## src/data_space_pkg.sv

```systemverilog
package data_space_pkg;

  // Widths and depths
  localparam int ADDR_W      = 8;
  localparam int DATA_W      = 8;
  localparam int PC_W        = 12;
  localparam int STACK_DEPTH = 6;
  localparam int PORT_W      = 8;
  localparam int WIN_OFS_W   = 6;
  localparam int WIN_SEL_W   = 6;
  localparam int RAM_WORDS   = 64;

  ////////////////////////////////////////////////////////////////////////////
  // Data space map
  localparam logic [7:0] RAM_FIRST            = 8'h00;
  localparam logic [7:0] RAM_LAST             = 8'h3F;
  localparam logic [7:0] WINDOW_FIRST         = 8'h40;
  localparam logic [7:0] WINDOW_LAST          = 8'h7F;
  localparam logic [7:0] INDEX_POINTER_ONE    = 8'h80;
  localparam logic [7:0] INDEX_POINTER_TWO    = 8'h81;
  localparam logic [7:0] SHORT_DIRECT_ONE     = 8'h82;
  localparam logic [7:0] SHORT_DIRECT_TWO     = 8'h83;
  localparam logic [7:0] PORT_A_PIN_DATA      = 8'hC0;
  localparam logic [7:0] PORT_B_PIN_DATA      = 8'hC1;
  localparam logic [7:0] PORT_A_DIRECTION     = 8'hC4;
  localparam logic [7:0] PORT_B_DIRECTION     = 8'hC5;
  localparam logic [7:0] INTERRUPT_OPTIONS    = 8'hC8;
  localparam logic [7:0] ROM_WINDOW_SELECT    = 8'hC9;
  localparam logic [7:0] PORT_A_PIN_OPTIONS   = 8'hCC;
  localparam logic [7:0] PORT_B_PIN_OPTIONS   = 8'hCD;
  localparam logic [7:0] CONVERTER_RESULT     = 8'hD0;
  localparam logic [7:0] CONVERTER_CONTROL    = 8'hD1;
  localparam logic [7:0] TIMER_PRESCALER      = 8'hD2;
  localparam logic [7:0] TIMER_DOWNCOUNTER    = 8'hD3;
  localparam logic [7:0] TIMER_STATUS_CONTROL = 8'hD4;
  localparam logic [7:0] WATCHDOG_COUNTER     = 8'hD8;
  localparam logic [7:0] ACCUMULATOR          = 8'hFF;

  ////////////////////////////////////////////////////////////////////////////
  // Reset values
  localparam logic [7:0] PORT_RESET           = 8'h00;
  localparam logic [7:0] CONV_CTRL_RESET      = 8'h40;
  localparam logic [7:0] PRESCALER_RESET      = 8'h7F;
  localparam logic [7:0] DOWNCOUNTER_RESET    = 8'hFF;
  localparam logic [7:0] TIMER_SC_RESET       = 8'h00;
  localparam logic [7:0] WATCHDOG_RESET       = 8'hFE;
  localparam logic [7:0] UNDEFINED_RESET      = 8'h00;
  localparam logic [7:0] UNMAPPED_READ        = 8'h00;
  localparam logic [11:0] PC_RESET            = 12'h000;

  // Field layouts
  localparam logic [7:0] CONV_CTRL_RO_MASK    = 8'h40;
  localparam logic [7:0] WIN_SEL_MASK         = 8'h3F;

  ////////////////////////////////////////////////////////////////////////////
  // Program counter operations
  typedef enum logic [2:0] {
    PC_HOLD   = 3'b000,
    PC_STEP   = 3'b001,
    PC_JUMP   = 3'b010,
    PC_CALL   = 3'b011,
    PC_RETURN = 3'b100
  } pc_op_t;

  // Read sequencing
  typedef enum logic [1:0] {
    RD_IDLE   = 2'b00,
    RD_LOOKUP = 2'b01
  } rd_state_t;

endpackage

```

## src/data_space_map.sv

```systemverilog
// Function
// - Program counter is 12 bits wide, reaching 4K bytes of program memory.
// - With readout protection set, an external program memory read is refused unless a request is already in flight.
// - Protection clears only together with a full program memory erase or a reset.
// - Constants come from program memory through a 64-byte data space window.
// - Decoder maps RAM, accumulator, index, short direct, port, peripheral registers.
// - Return stack has six 12-bit entries for return addresses.
// - Index and short direct registers at 080h-083h, read/write, undefined reset.
// - Port A/B data registers at 0C0h/0C1h, read/write, reset to zero.
// - Port A/B direction registers at 0C4h/0C5h, read/write, reset to zero.
// - Interrupt options 0C8h and window select 0C9h are write-only, undefined reset.
// - Port A/B option registers at 0CCh/0CDh, read/write, reset to zero.
// - Converter result at 0D0h is read-only, undefined after reset.
// - Converter control at 0D1h mixes read-only and write-only bits, resets 40h.
// - Timer prescaler at 0D2h is read/write, resets to 7Fh.
// - Timer downcounter at 0D3h is read/write, resets to 0FFh.
// - Timer status and control at 0D4h is read/write, resets to zero.
// - Window at 0040h-007Fh returns program byte at selected block plus offset.
// - Port data reads give latch for outputs, filtered pin level for inputs.
module data_space_map (
  // Clock and reset
  input  wire logic                                   clock,
  input  wire logic                                   rst_b,
  // Core data access
  input  wire logic [data_space_pkg::ADDR_W-1:0]      data_addr,
  input  wire logic                                   data_rd,
  input  wire logic                                   data_wr,
  input  wire logic [data_space_pkg::DATA_W-1:0]      data_wdata,
  output logic      [data_space_pkg::DATA_W-1:0]      data_rdata,
  output logic                                        data_rvalid,
  // Program counter and return stack
  input  wire data_space_pkg::pc_op_t                 pc_op,
  input  wire logic [data_space_pkg::PC_W-1:0]        pc_target,
  output logic      [data_space_pkg::PC_W-1:0]        program_counter,
  // Program memory read port for the data window
  output logic      [data_space_pkg::PC_W-1:0]        window_rom_addr,
  input  wire logic [data_space_pkg::DATA_W-1:0]      window_rom_data,
  // External program memory readout
  input  wire logic                                   ext_rd,
  input  wire logic [data_space_pkg::PC_W-1:0]        ext_addr,
  output logic      [data_space_pkg::PC_W-1:0]        ext_rom_addr,
  input  wire logic [data_space_pkg::DATA_W-1:0]      ext_rom_data,
  output logic      [data_space_pkg::DATA_W-1:0]      ext_rdata,
  output logic                                        ext_rvalid,
  output logic                                        ext_refused,
  // Protection option and erase
  input  wire logic                                   protect_option,
  input  wire logic                                   erase_all,
  output logic                                        protect_active,
  // Port pins
  input  wire logic [data_space_pkg::PORT_W-1:0]      port_a_in,
  output logic      [data_space_pkg::PORT_W-1:0]      port_a_out,
  output logic      [data_space_pkg::PORT_W-1:0]      port_a_oe,
  output logic      [data_space_pkg::PORT_W-1:0]      port_a_pin_options,
  input  wire logic [data_space_pkg::PORT_W-1:0]      port_b_in,
  output logic      [data_space_pkg::PORT_W-1:0]      port_b_out,
  output logic      [data_space_pkg::PORT_W-1:0]      port_b_oe,
  output logic      [data_space_pkg::PORT_W-1:0]      port_b_pin_options,
  // Peripheral register images
  input  wire logic [data_space_pkg::DATA_W-1:0]      converter_result_in,
  input  wire logic [data_space_pkg::DATA_W-1:0]      converter_status_in,
  output logic      [data_space_pkg::DATA_W-1:0]      converter_control,
  output logic      [data_space_pkg::DATA_W-1:0]      timer_prescaler,
  output logic      [data_space_pkg::DATA_W-1:0]      timer_downcounter,
  output logic      [data_space_pkg::DATA_W-1:0]      timer_status_control,
  output logic      [data_space_pkg::DATA_W-1:0]      watchdog_counter,
  output logic      [data_space_pkg::DATA_W-1:0]      interrupt_options
);
  import data_space_pkg::*;

  ////////////////////////////////////////////////////////////////////////////
  // State

  typedef struct packed {
    logic [RAM_WORDS-1:0][DATA_W-1:0] ram;
    logic [DATA_W-1:0]                index_one;
    logic [DATA_W-1:0]                index_two;
    logic [DATA_W-1:0]                short_one;
    logic [DATA_W-1:0]                short_two;
    logic [DATA_W-1:0]                accumulator;
    logic [DATA_W-1:0]                int_options;
    logic [WIN_SEL_W-1:0]             win_select;
    logic [DATA_W-1:0]                conv_ctrl;
    logic [DATA_W-1:0]                prescaler;
    logic [DATA_W-1:0]                downcounter;
    logic [DATA_W-1:0]                timer_sc;
    logic [DATA_W-1:0]                watchdog;
    rd_state_t                        rd_state;
    logic [ADDR_W-1:0]                rd_addr;
    logic [DATA_W-1:0]                rdata;
    logic                             rvalid;
    logic [PC_W-1:0]                  pc;
    logic [PC_W-1:0]                  win_addr;
    logic                             protect;
    logic                             ext_pending;
    logic [PC_W-1:0]                  ext_addr;
    logic [DATA_W-1:0]                ext_data;
    logic                             ext_valid;
    logic                             ext_refuse;
  } map_state_t;

  map_state_t s;
  map_state_t next_s;

  logic [1:0]        rst_sync;
  logic              rst_n;
  logic              wr_a_data;
  logic              wr_b_data;
  logic              wr_a_dir;
  logic              wr_b_dir;
  logic              wr_a_opt;
  logic              wr_b_opt;
  logic [PORT_W-1:0] a_data_view;
  logic [PORT_W-1:0] a_dir_view;
  logic [PORT_W-1:0] b_data_view;
  logic [PORT_W-1:0] b_dir_view;
  logic              stack_push;
  logic              stack_pop;
  logic [PC_W-1:0]   stack_top;
  logic [PC_W-1:0]   pc_next_seq;
  logic [DATA_W-1:0] read_mux;

  ////////////////////////////////////////////////////////////////////////////
  // Reset release

  always_ff @(posedge clock or negedge rst_b) begin
    if (!rst_b) begin
      rst_sync <= 2'b00;
    end else begin
      rst_sync <= {rst_sync[0], 1'b1};
    end
  end

  assign rst_n = rst_sync[1];

  ////////////////////////////////////////////////////////////////////////////
  // Port and stack blocks

  assign wr_a_data = data_wr && (data_addr == PORT_A_PIN_DATA);
  assign wr_b_data = data_wr && (data_addr == PORT_B_PIN_DATA);
  assign wr_a_dir  = data_wr && (data_addr == PORT_A_DIRECTION);
  assign wr_b_dir  = data_wr && (data_addr == PORT_B_DIRECTION);
  assign wr_a_opt  = data_wr && (data_addr == PORT_A_PIN_OPTIONS);
  assign wr_b_opt  = data_wr && (data_addr == PORT_B_PIN_OPTIONS);

  io_port_regs #(.W(PORT_W)) port_a (
    .clock     (clock),
    .rst_n     (rst_n),
    .wr_data   (wr_a_data),
    .wr_dir    (wr_a_dir),
    .wr_opt    (wr_a_opt),
    .wdata     (data_wdata),
    .pin_in    (port_a_in),
    .pin_out   (port_a_out),
    .pin_oe    (port_a_oe),
    .options   (port_a_pin_options),
    .data_view (a_data_view),
    .dir_view  (a_dir_view)
  );

  io_port_regs #(.W(PORT_W)) port_b (
    .clock     (clock),
    .rst_n     (rst_n),
    .wr_data   (wr_b_data),
    .wr_dir    (wr_b_dir),
    .wr_opt    (wr_b_opt),
    .wdata     (data_wdata),
    .pin_in    (port_b_in),
    .pin_out   (port_b_out),
    .pin_oe    (port_b_oe),
    .options   (port_b_pin_options),
    .data_view (b_data_view),
    .dir_view  (b_dir_view)
  );

  assign stack_push  = (pc_op == PC_CALL);
  assign stack_pop   = (pc_op == PC_RETURN);
  assign pc_next_seq = s.pc + 12'h001;

  return_stack #(.DEPTH(STACK_DEPTH), .W(PC_W)) stack (
    .clock      (clock),
    .rst_n      (rst_n),
    .push       (stack_push),
    .pop        (stack_pop),
    .push_value (pc_next_seq),
    .top        (stack_top)
  );

  ////////////////////////////////////////////////////////////////////////////
  // Read decode, evaluated in the lookup cycle

  always_comb begin
    read_mux = UNMAPPED_READ;
    if (s.rd_addr <= RAM_LAST) begin
      read_mux = s.ram[s.rd_addr[WIN_OFS_W-1:0]];
    end else if (s.rd_addr <= WINDOW_LAST) begin
      read_mux = window_rom_data;
    end else begin
      case (s.rd_addr)
        INDEX_POINTER_ONE:    read_mux = s.index_one;
        INDEX_POINTER_TWO:    read_mux = s.index_two;
        SHORT_DIRECT_ONE:     read_mux = s.short_one;
        SHORT_DIRECT_TWO:     read_mux = s.short_two;
        PORT_A_PIN_DATA:      read_mux = a_data_view;
        PORT_B_PIN_DATA:      read_mux = b_data_view;
        PORT_A_DIRECTION:     read_mux = a_dir_view;
        PORT_B_DIRECTION:     read_mux = b_dir_view;
        PORT_A_PIN_OPTIONS:   read_mux = port_a_pin_options;
        PORT_B_PIN_OPTIONS:   read_mux = port_b_pin_options;
        CONVERTER_RESULT:     read_mux = converter_result_in;
        CONVERTER_CONTROL: begin
          // Write-only bits read back as zero
          read_mux = converter_status_in & CONV_CTRL_RO_MASK;
        end
        TIMER_PRESCALER:      read_mux = s.prescaler;
        TIMER_DOWNCOUNTER:    read_mux = s.downcounter;
        TIMER_STATUS_CONTROL: read_mux = s.timer_sc;
        WATCHDOG_COUNTER:     read_mux = s.watchdog;
        ACCUMULATOR:          read_mux = s.accumulator;
        // Write-only and reserved locations give no data back
        default:              read_mux = UNMAPPED_READ;
      endcase
    end
  end

  ////////////////////////////////////////////////////////////////////////////
  // Next state

  always_comb begin
    next_s            = s;
    next_s.rvalid     = 1'b0;
    next_s.ext_valid  = 1'b0;
    next_s.ext_refuse = 1'b0;

    // Program counter wraps inside the 4K space
    case (pc_op)
      PC_STEP:   next_s.pc = pc_next_seq;
      PC_JUMP:   next_s.pc = pc_target;
      PC_CALL:   next_s.pc = pc_target;
      PC_RETURN: next_s.pc = stack_top;
      default:   next_s.pc = s.pc;
    endcase

    // Core reads take two edges so the window byte can come from memory
    case (s.rd_state)
      RD_IDLE: begin
        if (data_rd) begin
          next_s.rd_addr  = data_addr;
          next_s.win_addr = {s.win_select, data_addr[WIN_OFS_W-1:0]};
          next_s.rd_state = RD_LOOKUP;
        end
      end
      RD_LOOKUP: begin
        next_s.rdata    = read_mux;
        next_s.rvalid   = 1'b1;
        next_s.rd_state = RD_IDLE;
      end
      default: begin
        next_s.rd_state = RD_IDLE;
      end
    endcase

    // Core writes; unlisted addresses fall through untouched
    if (data_wr) begin
      if (data_addr <= RAM_LAST) begin
        next_s.ram[data_addr[WIN_OFS_W-1:0]] = data_wdata;
      end else if (data_addr > WINDOW_LAST) begin
        case (data_addr)
          INDEX_POINTER_ONE:    next_s.index_one   = data_wdata;
          INDEX_POINTER_TWO:    next_s.index_two   = data_wdata;
          SHORT_DIRECT_ONE:     next_s.short_one   = data_wdata;
          SHORT_DIRECT_TWO:     next_s.short_two   = data_wdata;
          INTERRUPT_OPTIONS:    next_s.int_options = data_wdata;
          ROM_WINDOW_SELECT: begin
            next_s.win_select = data_wdata[WIN_SEL_W-1:0] & WIN_SEL_MASK[WIN_SEL_W-1:0];
          end
          CONVERTER_CONTROL: begin
            next_s.conv_ctrl = data_wdata & ~CONV_CTRL_RO_MASK;
          end
          TIMER_PRESCALER:      next_s.prescaler   = data_wdata;
          TIMER_DOWNCOUNTER:    next_s.downcounter = data_wdata;
          TIMER_STATUS_CONTROL: next_s.timer_sc    = data_wdata;
          WATCHDOG_COUNTER:     next_s.watchdog    = data_wdata;
          ACCUMULATOR:          next_s.accumulator = data_wdata;
          default:              next_s.watchdog    = s.watchdog;
        endcase
      end
    end

    // Erase clears protection, a set option in the same cycle wins
    if (erase_all) begin
      next_s.protect = 1'b0;
    end
    if (protect_option) begin
      next_s.protect = 1'b1;
    end

    // External readout: one request in flight, refused while protected
    if (s.ext_pending) begin
      next_s.ext_pending = 1'b0;
      next_s.ext_data    = ext_rom_data;
      next_s.ext_valid   = 1'b1;
    end else if (ext_rd) begin
      if (s.protect) begin
        next_s.ext_refuse = 1'b1;
      end else begin
        next_s.ext_addr    = ext_addr;
        next_s.ext_pending = 1'b1;
      end
    end
  end

  ////////////////////////////////////////////////////////////////////////////
  // Registers

  always_ff @(posedge clock or negedge rst_n) begin
    if (!rst_n) begin
      s             <= '0;
      s.index_one   <= UNDEFINED_RESET;
      s.index_two   <= UNDEFINED_RESET;
      s.short_one   <= UNDEFINED_RESET;
      s.short_two   <= UNDEFINED_RESET;
      s.accumulator <= UNDEFINED_RESET;
      s.int_options <= UNDEFINED_RESET;
      s.conv_ctrl   <= CONV_CTRL_RESET & ~CONV_CTRL_RO_MASK;
      s.prescaler   <= PRESCALER_RESET;
      s.downcounter <= DOWNCOUNTER_RESET;
      s.timer_sc    <= TIMER_SC_RESET;
      s.watchdog    <= WATCHDOG_RESET;
      s.rd_state    <= RD_IDLE;
      s.pc          <= PC_RESET;
    end else begin
      s <= next_s;
    end
  end

  ////////////////////////////////////////////////////////////////////////////
  // Outputs

  assign data_rdata           = s.rdata;
  assign data_rvalid          = s.rvalid;
  assign program_counter      = s.pc;
  assign window_rom_addr      = s.win_addr;
  assign ext_rom_addr         = s.ext_addr;
  assign ext_rdata            = s.ext_data;
  assign ext_rvalid           = s.ext_valid;
  assign ext_refused          = s.ext_refuse;
  assign protect_active       = s.protect;
  assign converter_control    = s.conv_ctrl;
  assign timer_prescaler      = s.prescaler;
  assign timer_downcounter    = s.downcounter;
  assign timer_status_control = s.timer_sc;
  assign watchdog_counter     = s.watchdog;
  assign interrupt_options    = s.int_options;

endmodule

```

## src/io_port_regs.sv

```systemverilog
module io_port_regs #(
  parameter int W = 8
) (
  // Clock and reset
  input  wire logic         clock,
  input  wire logic         rst_n,
  // Register writes
  input  wire logic         wr_data,
  input  wire logic         wr_dir,
  input  wire logic         wr_opt,
  input  wire logic [W-1:0] wdata,
  // Pins
  input  wire logic [W-1:0] pin_in,
  output logic      [W-1:0] pin_out,
  output logic      [W-1:0] pin_oe,
  output logic      [W-1:0] options,
  // Read views
  output logic      [W-1:0] data_view,
  output logic      [W-1:0] dir_view
);
  import data_space_pkg::*;

  typedef struct packed {
    logic [W-1:0] data;
    logic [W-1:0] dir;
    logic [W-1:0] opt;
    logic [W-1:0] sync1;
    logic [W-1:0] sync2;
    logic [W-1:0] sync3;
    logic [W-1:0] level;
  } port_state_t;

  port_state_t s;
  port_state_t next_s;

  always_comb begin
    next_s       = s;
    next_s.sync1 = pin_in;
    next_s.sync2 = s.sync1;
    next_s.sync3 = s.sync2;
    // A pin change counts only once two stages agree
    for (int i = 0; i < W; i++) begin
      if (s.sync2[i] == s.sync3[i]) begin
        next_s.level[i] = s.sync2[i];
      end
    end
    if (wr_data) begin
      next_s.data = wdata;
    end
    if (wr_dir) begin
      next_s.dir = wdata;
    end
    if (wr_opt) begin
      next_s.opt = wdata;
    end
  end

  always_ff @(posedge clock or negedge rst_n) begin
    if (!rst_n) begin
      s <= '0;
    end else begin
      s <= next_s;
    end
  end

  assign pin_out   = s.data;
  assign pin_oe    = s.dir;
  assign options   = s.opt;
  // Outputs read back the latch, inputs read the filtered pin
  assign data_view = (s.data & s.dir) | (s.level & ~s.dir);
  assign dir_view  = s.dir;

endmodule

```

## src/return_stack.sv

```systemverilog
module return_stack #(
  parameter int DEPTH = 6,
  parameter int W     = 12
) (
  // Clock and reset
  input  wire logic         clock,
  input  wire logic         rst_n,
  // Stack operations
  input  wire logic         push,
  input  wire logic         pop,
  input  wire logic [W-1:0] push_value,
  output logic      [W-1:0] top
);
  import data_space_pkg::*;

  typedef struct packed {
    logic [DEPTH-1:0][W-1:0] entry;
  } stack_state_t;

  stack_state_t s;
  stack_state_t next_s;

  // Shift stack: a seventh push drops the oldest entry, an extra pop
  // returns the last entry again, as a fixed-depth hardware stack does
  always_comb begin
    next_s = s;
    if (push) begin
      for (int i = DEPTH - 1; i > 0; i--) begin
        next_s.entry[i] = s.entry[i-1];
      end
      next_s.entry[0] = push_value;
    end else if (pop) begin
      for (int i = 0; i < DEPTH - 1; i++) begin
        next_s.entry[i] = s.entry[i+1];
      end
    end
  end

  always_ff @(posedge clock or negedge rst_n) begin
    if (!rst_n) begin
      s <= '0;
    end else begin
      s <= next_s;
    end
  end

  assign top = s.entry[0];

endmodule

```

## config.mk

```make
export PLATFORM = sky130hd
export DESIGN_NAME = data_space_map
export DESIGN_NICKNAME = d
export VERILOG_FILES = /design/src/data_space_pkg.sv /design/src/data_space_map.sv /design/src/io_port_regs.sv /design/src/return_stack.sv
export SDC_FILE = /design/constraint.sdc
export NUM_CORES = 1
export LEC_CHECK = 0
export BUFFER_PORTS_ARGS = -buffer_cell sky130_fd_sc_hd__buf_4
export CORE_MARGIN = 2
export CORE_UTILIZATION = 48
export CTS_CLUSTER_DIAMETER = 200
export DETAILED_ROUTE_END_ITERATION = 10
export GPL_ROUTABILITY_DRIVEN = 1
export HOLD_SLACK_MARGIN = 0.1
export PLACE_DENSITY_LB_ADDON = 0.2
export SETUP_SLACK_MARGIN = 0.3
export SLEW_MARGIN = 30
export SYNTH_ARGS = -nofsm -noshare
export SYNTH_HDL_FRONTEND = slang
export SYNTH_SLANG_ARGS = --single-unit
```

## constraint.sdc

```tcl
create_clock -name clock -period 46.6 [get_ports clock]
set_input_delay 4.66 -clock clock [delete_from_list [all_inputs] [get_ports clock]]
set_output_delay 4.66 -clock clock [all_outputs]
set_load 0.02 [all_outputs]
```

# [Yosys cells after proc, flatten, opt, wreduce, memory -nomap -nowiden]
# Cells that the tools add are included.
[word_totals] in_bits=98 reg_bits=858
[classes] magnitude_cmp=7 eq_ne=57 add_sub_neg=1 n_reduce_logical=27 n_mux=23 bitwise=11
[op_table] cell="bitwise mux 512 bit" count=1
[op_table] cell="== test 8 bit (second input constant)" count=35
[op_table] cell="case mux 8 bit (17 select lines)" count=1
[op_table] cell="2-to-1 mux 60 bit" count=2
[op_table] cell="binary-select mux 8 bit (select 6 bit)" count=1
[op_table] cell="demux 8 bit (select 6 bit)" count=1
[op_table] cell="AND reduction 4 bit" count=12
[op_table] cell="case mux 12 bit (3 select lines)" count=1
[op_table] cell="bitwise AND 8 bit" count=4
[op_table] cell="2-to-1 mux 8 bit" count=4
[op_table] cell="2-to-1 mux 13 bit" count=2
[op_table] cell="== test 1 bit" count=16
[op_table] cell="less-or-equal comparator 8 x 6 -> 1 bit (second input constant)" count=2
[op_table] cell="NOT 8 bit" count=2
[op_table] cell="bitwise OR 8 bit" count=2
[op_table] cell="less-than comparator 6 x 7 -> 1 bit (second input constant)" count=2
[op_table] cell="adder 12 x 1 -> 12 bit (second input constant)" count=1
[op_table] cell="2-to-1 mux 10 bit" count=1
[op_table] cell="> comparator 8 x 7 -> 1 bit (second input constant)" count=1
[op_table] cell="less-or-equal comparator 8 x 7 -> 1 bit (second input constant)" count=1
[op_table] cell="2-to-1 mux 1 bit" count=8
[op_table] cell="logical AND 1 bit" count=7
[op_table] cell="== test 3 x 2 -> 1 bit (second input constant)" count=2
[op_table] cell="greater-or-equal comparator 6 x 1 -> 1 bit (second input constant)" count=1
[op_table] cell="12 further kinds" count=16

# [Depth between registers and ports, before layout]
[logic_depth] depth_word=6 depth_mapped=11 ltp_nobuf=7

# [Cells and area by module]
# From an unflattened synthesis, not the netlist that was laid out.
[hier_totals] cells_unflattened=2946 area_unflattened_um2=40101.0
[by_module_without_submodules] mod="data_space_map" area_per_inst_um2=32299.7 n_inst=1 cells_each=2387
[by_module_without_submodules] mod="io_port_regs" area_per_inst_um2=2205.9 n_inst=2 cells_each=131
[by_module_without_submodules] mod="return_stack" area_per_inst_um2=3389.5 n_inst=1 cells_each=297

# [Least setup slack after synthesis]
# No wires, ideal clock.
[synth_path] path_kind="input to register" from="input data_addr[7] in the netlist's numbering" to="register s[457] in the netlist's numbering" setup_time_ns=0.125 setup_slack_ns=40.277 t_required_ns=46.475 cell_stages=6 arrival_time_ns=6.199 path_cell_list="or3b_1 -> clkbuf_1 -> or2_1 -> buf_2 -> nor2_2 -> mux2_2"
[synth_via] elab_chain_len=2
[synth_lines] element="start, declared" line_no="data_space_map.sv:25" text="input wire logic [data_space_pkg::ADDR_W-1:0] data_addr,"
[synth_lines] element="less-or-equal comparator 8 x 6 -> 1 bit" line_no="data_space_map.sv:265" text="if (data_addr <= RAM_LAST) begin"
[synth_lines] element="AND reduction 2 bit (no line)"
[synth_lines] element="end signal, assigned" line_no="data_space_map.sv:333" text="s <= next_s;"
[synth_lines] element="end, declared" line_no="data_space_map.sv:102" text="map_state_t s;"
# No other way between the ends.
# A chain may end at the register's enable or synchronous reset.

# [Final worst setup path]
[layout_path] from="input data_addr[7] in the netlist's numbering" to="register s[663] in the netlist's numbering"
# Same word-level chain as after synthesis.

==> metrics.md <==
| Metric | Value |
|---|---|
| Outcome | `completed` |
| Number of enable flip-flop cells after synthesis | `0` |
| Placer Congestion | `around 0.9` |
| Worst setup EP type | `register` |
| Synthesis-stage register bit count | `851` |
| Initial DRC Count | `1882` |
| Hpwl dp | `65900 um` |
| First-pass GRT wire length | `156000 um` |
| Die Y | `289 um` |
| Pin slew with the least headroom to its limit | `0.990 ns` |
| Root Driver | `clkbuf_16` |
| Post-Syn Area per Cell | `between 10 and 15 sq um` |
| Final setup TNS | `0 ns` |
| Total wire length | `between 100000 and 150000 um` |
| Crit Path Max Fanout | `8` |
| Clk buf depth | `3` |
| Met3 Use GR | `4.47%` |
| Critical path arrival | `7.15 ns` |
| Via count | `about 24000` |
| Unique masters post-synth | `85` |
| Final hold viol count | `0` |
| Cts bufs inserted | `90` |
| Max-cap violations | `0` |
| Gr usage total | `approximately a quarter` |
| # port buffers | `between 200 and 250` |
| Die area | `83500 sq um` |
| RSZ-0062 raised after global routing | `false` |
| Post-route minimum period | `approximately 6.6 ns` |
| CP required | `47.12 ns` |
| Via density | `about 6.0` |
| Post-CTS Resized | `0` |
| Routed Antenna Nets | `0` |
| Count leader, synth | `dfrtp_1` |
| Peak supply drop | `around 28 uV` |
| Core Area | `80500 sq um` |
| Initial Util | `48.4%` |
| Total iterations of the first detailed-routing run | `7` |
| TritonCTS clock tree | `yes` |
| Max-slew violations | `0` |
| # hold bufs at CTS | `0` |
| Synth cell count leaders | `dfrtp_1 (829), mux2_2 (590), nand2_1 (233)` |
| I/O pins | `250` |
| M2 GR Usage | `approximately 40%` |
| Synth area leader | `dfrtp_1` |
| Antenna violations before repair | `2` |
| Largest net degree at the start of global routing | `~180` |
| Setup violators final | `0` |
| Synth area leaders | `dfrtp_1 (53%), mux2_2 (17%), mux4_2 (7.9%), mux2_1 (3.3%), buf_4 (3.0%)` |
| Clock skew | `0.0322 ns` |
| Mapped cell area | `39000 sq um` |
| Final Total Pwr | `about 1.8 mW` |
| WL per Instance | `25.7 um` |
| CTS H-tree depth | `3` |
| Gr busiest metal | `met2` |
| Synth top area share | `a little over half` |
| Fin nets | `about 3000` |
| Main flop type after synthesis | `dfrtp_1` |
| Worst-skew pair later-pin latency | `about 0.65 ns` |
| Post-Syn Nets | `2934` |
| Crit path launch type | `input port` |
| # DRC | `0` |
| Leakage | `20.8 nW` |
| Hold WC Path Type | `reg2reg` |
| Grt met1 use | `roughly a third` |
| Vias in the first global route | `24836` |
| Synth-to-layout area growth | `12.0%` |
| Part of the cycle the worst path needs | `14.2%` |
| TritonCTS Sinks | `851` |
| Row count | `104` |
| Clock transition at path regs | `0.06 ns` |
| PwrDens | `about 42 nW/um^2` |
| Relative max-transition margin | `33.7%` |
| Sequential fraction of the synthesis area | `54.7%` |
| Postcts setup bufs | `0` |
| Setup Crit Path Kind | `in2reg` |
| Max Clk Rate | `about 0.15 GHz` |
| Async SR Flop Fraction | `100%` |
| Die width | `roughly 290 um` |
| Layout cell share with drive strength beyond 1 | `a little over two fifths` |
| YS warnings | `0` |
| Syn Inst Count | `roughly 2800` |
| Total grt overflow | `0` |
state kept, by name, summed over array words and instances (netlist names), 12 cells and up:
register         flops
s                  568
stack.s             60
port_a.next_s       16
port_a.s            16
port_b.next_s       16
port_b.s            16
ext_rom_addr        12
program_counter     12
stack.top           12
cell type report:
| class | count | area, sq um |
|---|---|---|
| diodes | 4 | 10.0 |
| multi-input cells | 1621 | 15700 |
| clock inverters | 32 | 438 |
| inverters | 17 | 63.8 |
| flip-flops and latches | 851 | 21300 |
| repair buffers | 273 | 2160 |
| fillers | 6587 | 36800 |
| clock buffers | 134 | 2680 |
| well taps | 1060 | 1330 |
power by group:
part	internal (mW)	leakage, nW	switching (mW)
combinational	0.0997	7.92	0.131
sequential	0.797	11.3	0.0487
clock	0.449	1.53	0.298
total	1.35	20.8	0.478
critical path: stages:
cell and delay (ns):
buf_4 0.14, nor3b_1 0.24, nand4b_1 0.69, nor2_1 0.99
mux2_2 0.42
through the flow:
| stage | hold WS [ns] | utilization, % | cells | instance area (sq um) | worst slack [ns] |
|---|---|---|---|---|---|
| 2_1_floorplan | 0.331 | - | 2835 | 39000 | 21.16 |
| 3_3_place_gp | 0.333 | 50.2 | 3819 | 40400 | 39.18 |
| 3_5_place_dp | 0.336 | 50.2 | 3819 | 40400 | 39.26 |
| 4_1_cts | 0.349 | 54.1 | 3985 | 43600 | 39.94 |
| 5_1_grt | 0.354 | 54.2 | 3990 | 43700 | 39.80 |
| 6_report | 0.346 | 54.3 | 3992 | 43700 | 39.97 |
metal layers:
metal	wire length [um]	vias up
met5	0	-
met2	50200	805
met4	3220	0
li1	-	10202
met1	42900	12664
met3	6290	196
layout by cell type, fill, tap and decap left out, types with 8 or more instances in the layout:
cell type / synthesis / routed
clkbuf_1: 131 / 21
a311oi_1: 9 / 9
and3_1: 18 / 18
o22ai_1: 10 / 10
clkinv_2: 0 / 15
mux4_2: 136 / 136
nor3b_1: 9 / 8
xnor2_1: 8 / 8
nand4_1: 9 / 9
bufinv_16: 0 / 9
a31oi_1: 25 / 25
mux2_2: 590 / 590
dfrtp_1: 829 / 824
inv_1: 14 / 14
mux2i_1: 32 / 32
nor2_2: 24 / 32
nor2_1: 72 / 64
clkbuf_8: 0 / 20
maj3_1: 16 / 16
nand2_1: 233 / 232
nor3_1: 12 / 12
dfstp_2: 22 / 22
a32oi_1: 8 / 8
a21oi_1: 27 / 27
o21ai_0: 29 / 29
mux2_1: 113 / 113
clkbuf_16: 0 / 93
nor2b_1: 13 / 13
a22oi_1: 62 / 62
a211oi_1: 8 / 8
buf_4: 156 / 262
nand3_1: 27 / 27
final timing paths:
kind,start,to,slack (ns),cells past startpoint
max,data_addr[7],s[663]$_DFFE_PN0P_,39.97,5
min,port_b.next_s[21]$_DFF_PN0_,port_b.next_s[13]$_DFF_PN0_,0.35,0
max reg2reg,s[57]$_DFFE_PN0P_,data_rdata[6]$_DFFE_PN0P_,42.22,8
min reg2reg,port_b.next_s[21]$_DFF_PN0_,port_b.next_s[13]$_DFF_PN0_,0.35,0
max in group asynchronous,rst_sync[1]$_DFF_PN0_,s[58]$_DFFE_PN0P_,42.47,4
min in group asynchronous,rst_sync[1]$_DFF_PN0_,s[536]$_DFFE_PN0P_,0.46,0
logic make-up (layout without fill, tap and decap cells):
kind of cell | count (synthesis) | in the layout | synth area share [%]
XOR/XNOR | 13 | 13 | 0.292
other | 2 | 6 | 0.0193
flip-flops | 851 | 851 | 54.7
buffers and inverters | 363 | 456 | 5.30
multiplexers | 871 | 871 | 29.0
AO/OA/AOI/OAI | 238 | 238 | 4.35
AND/OR/NAND/NOR | 480 | 480 | 5.95
adder cells (fa/ha/maj) | 17 | 17 | 0.443
No activity file was read; power rests on OpenSTA's default activity.
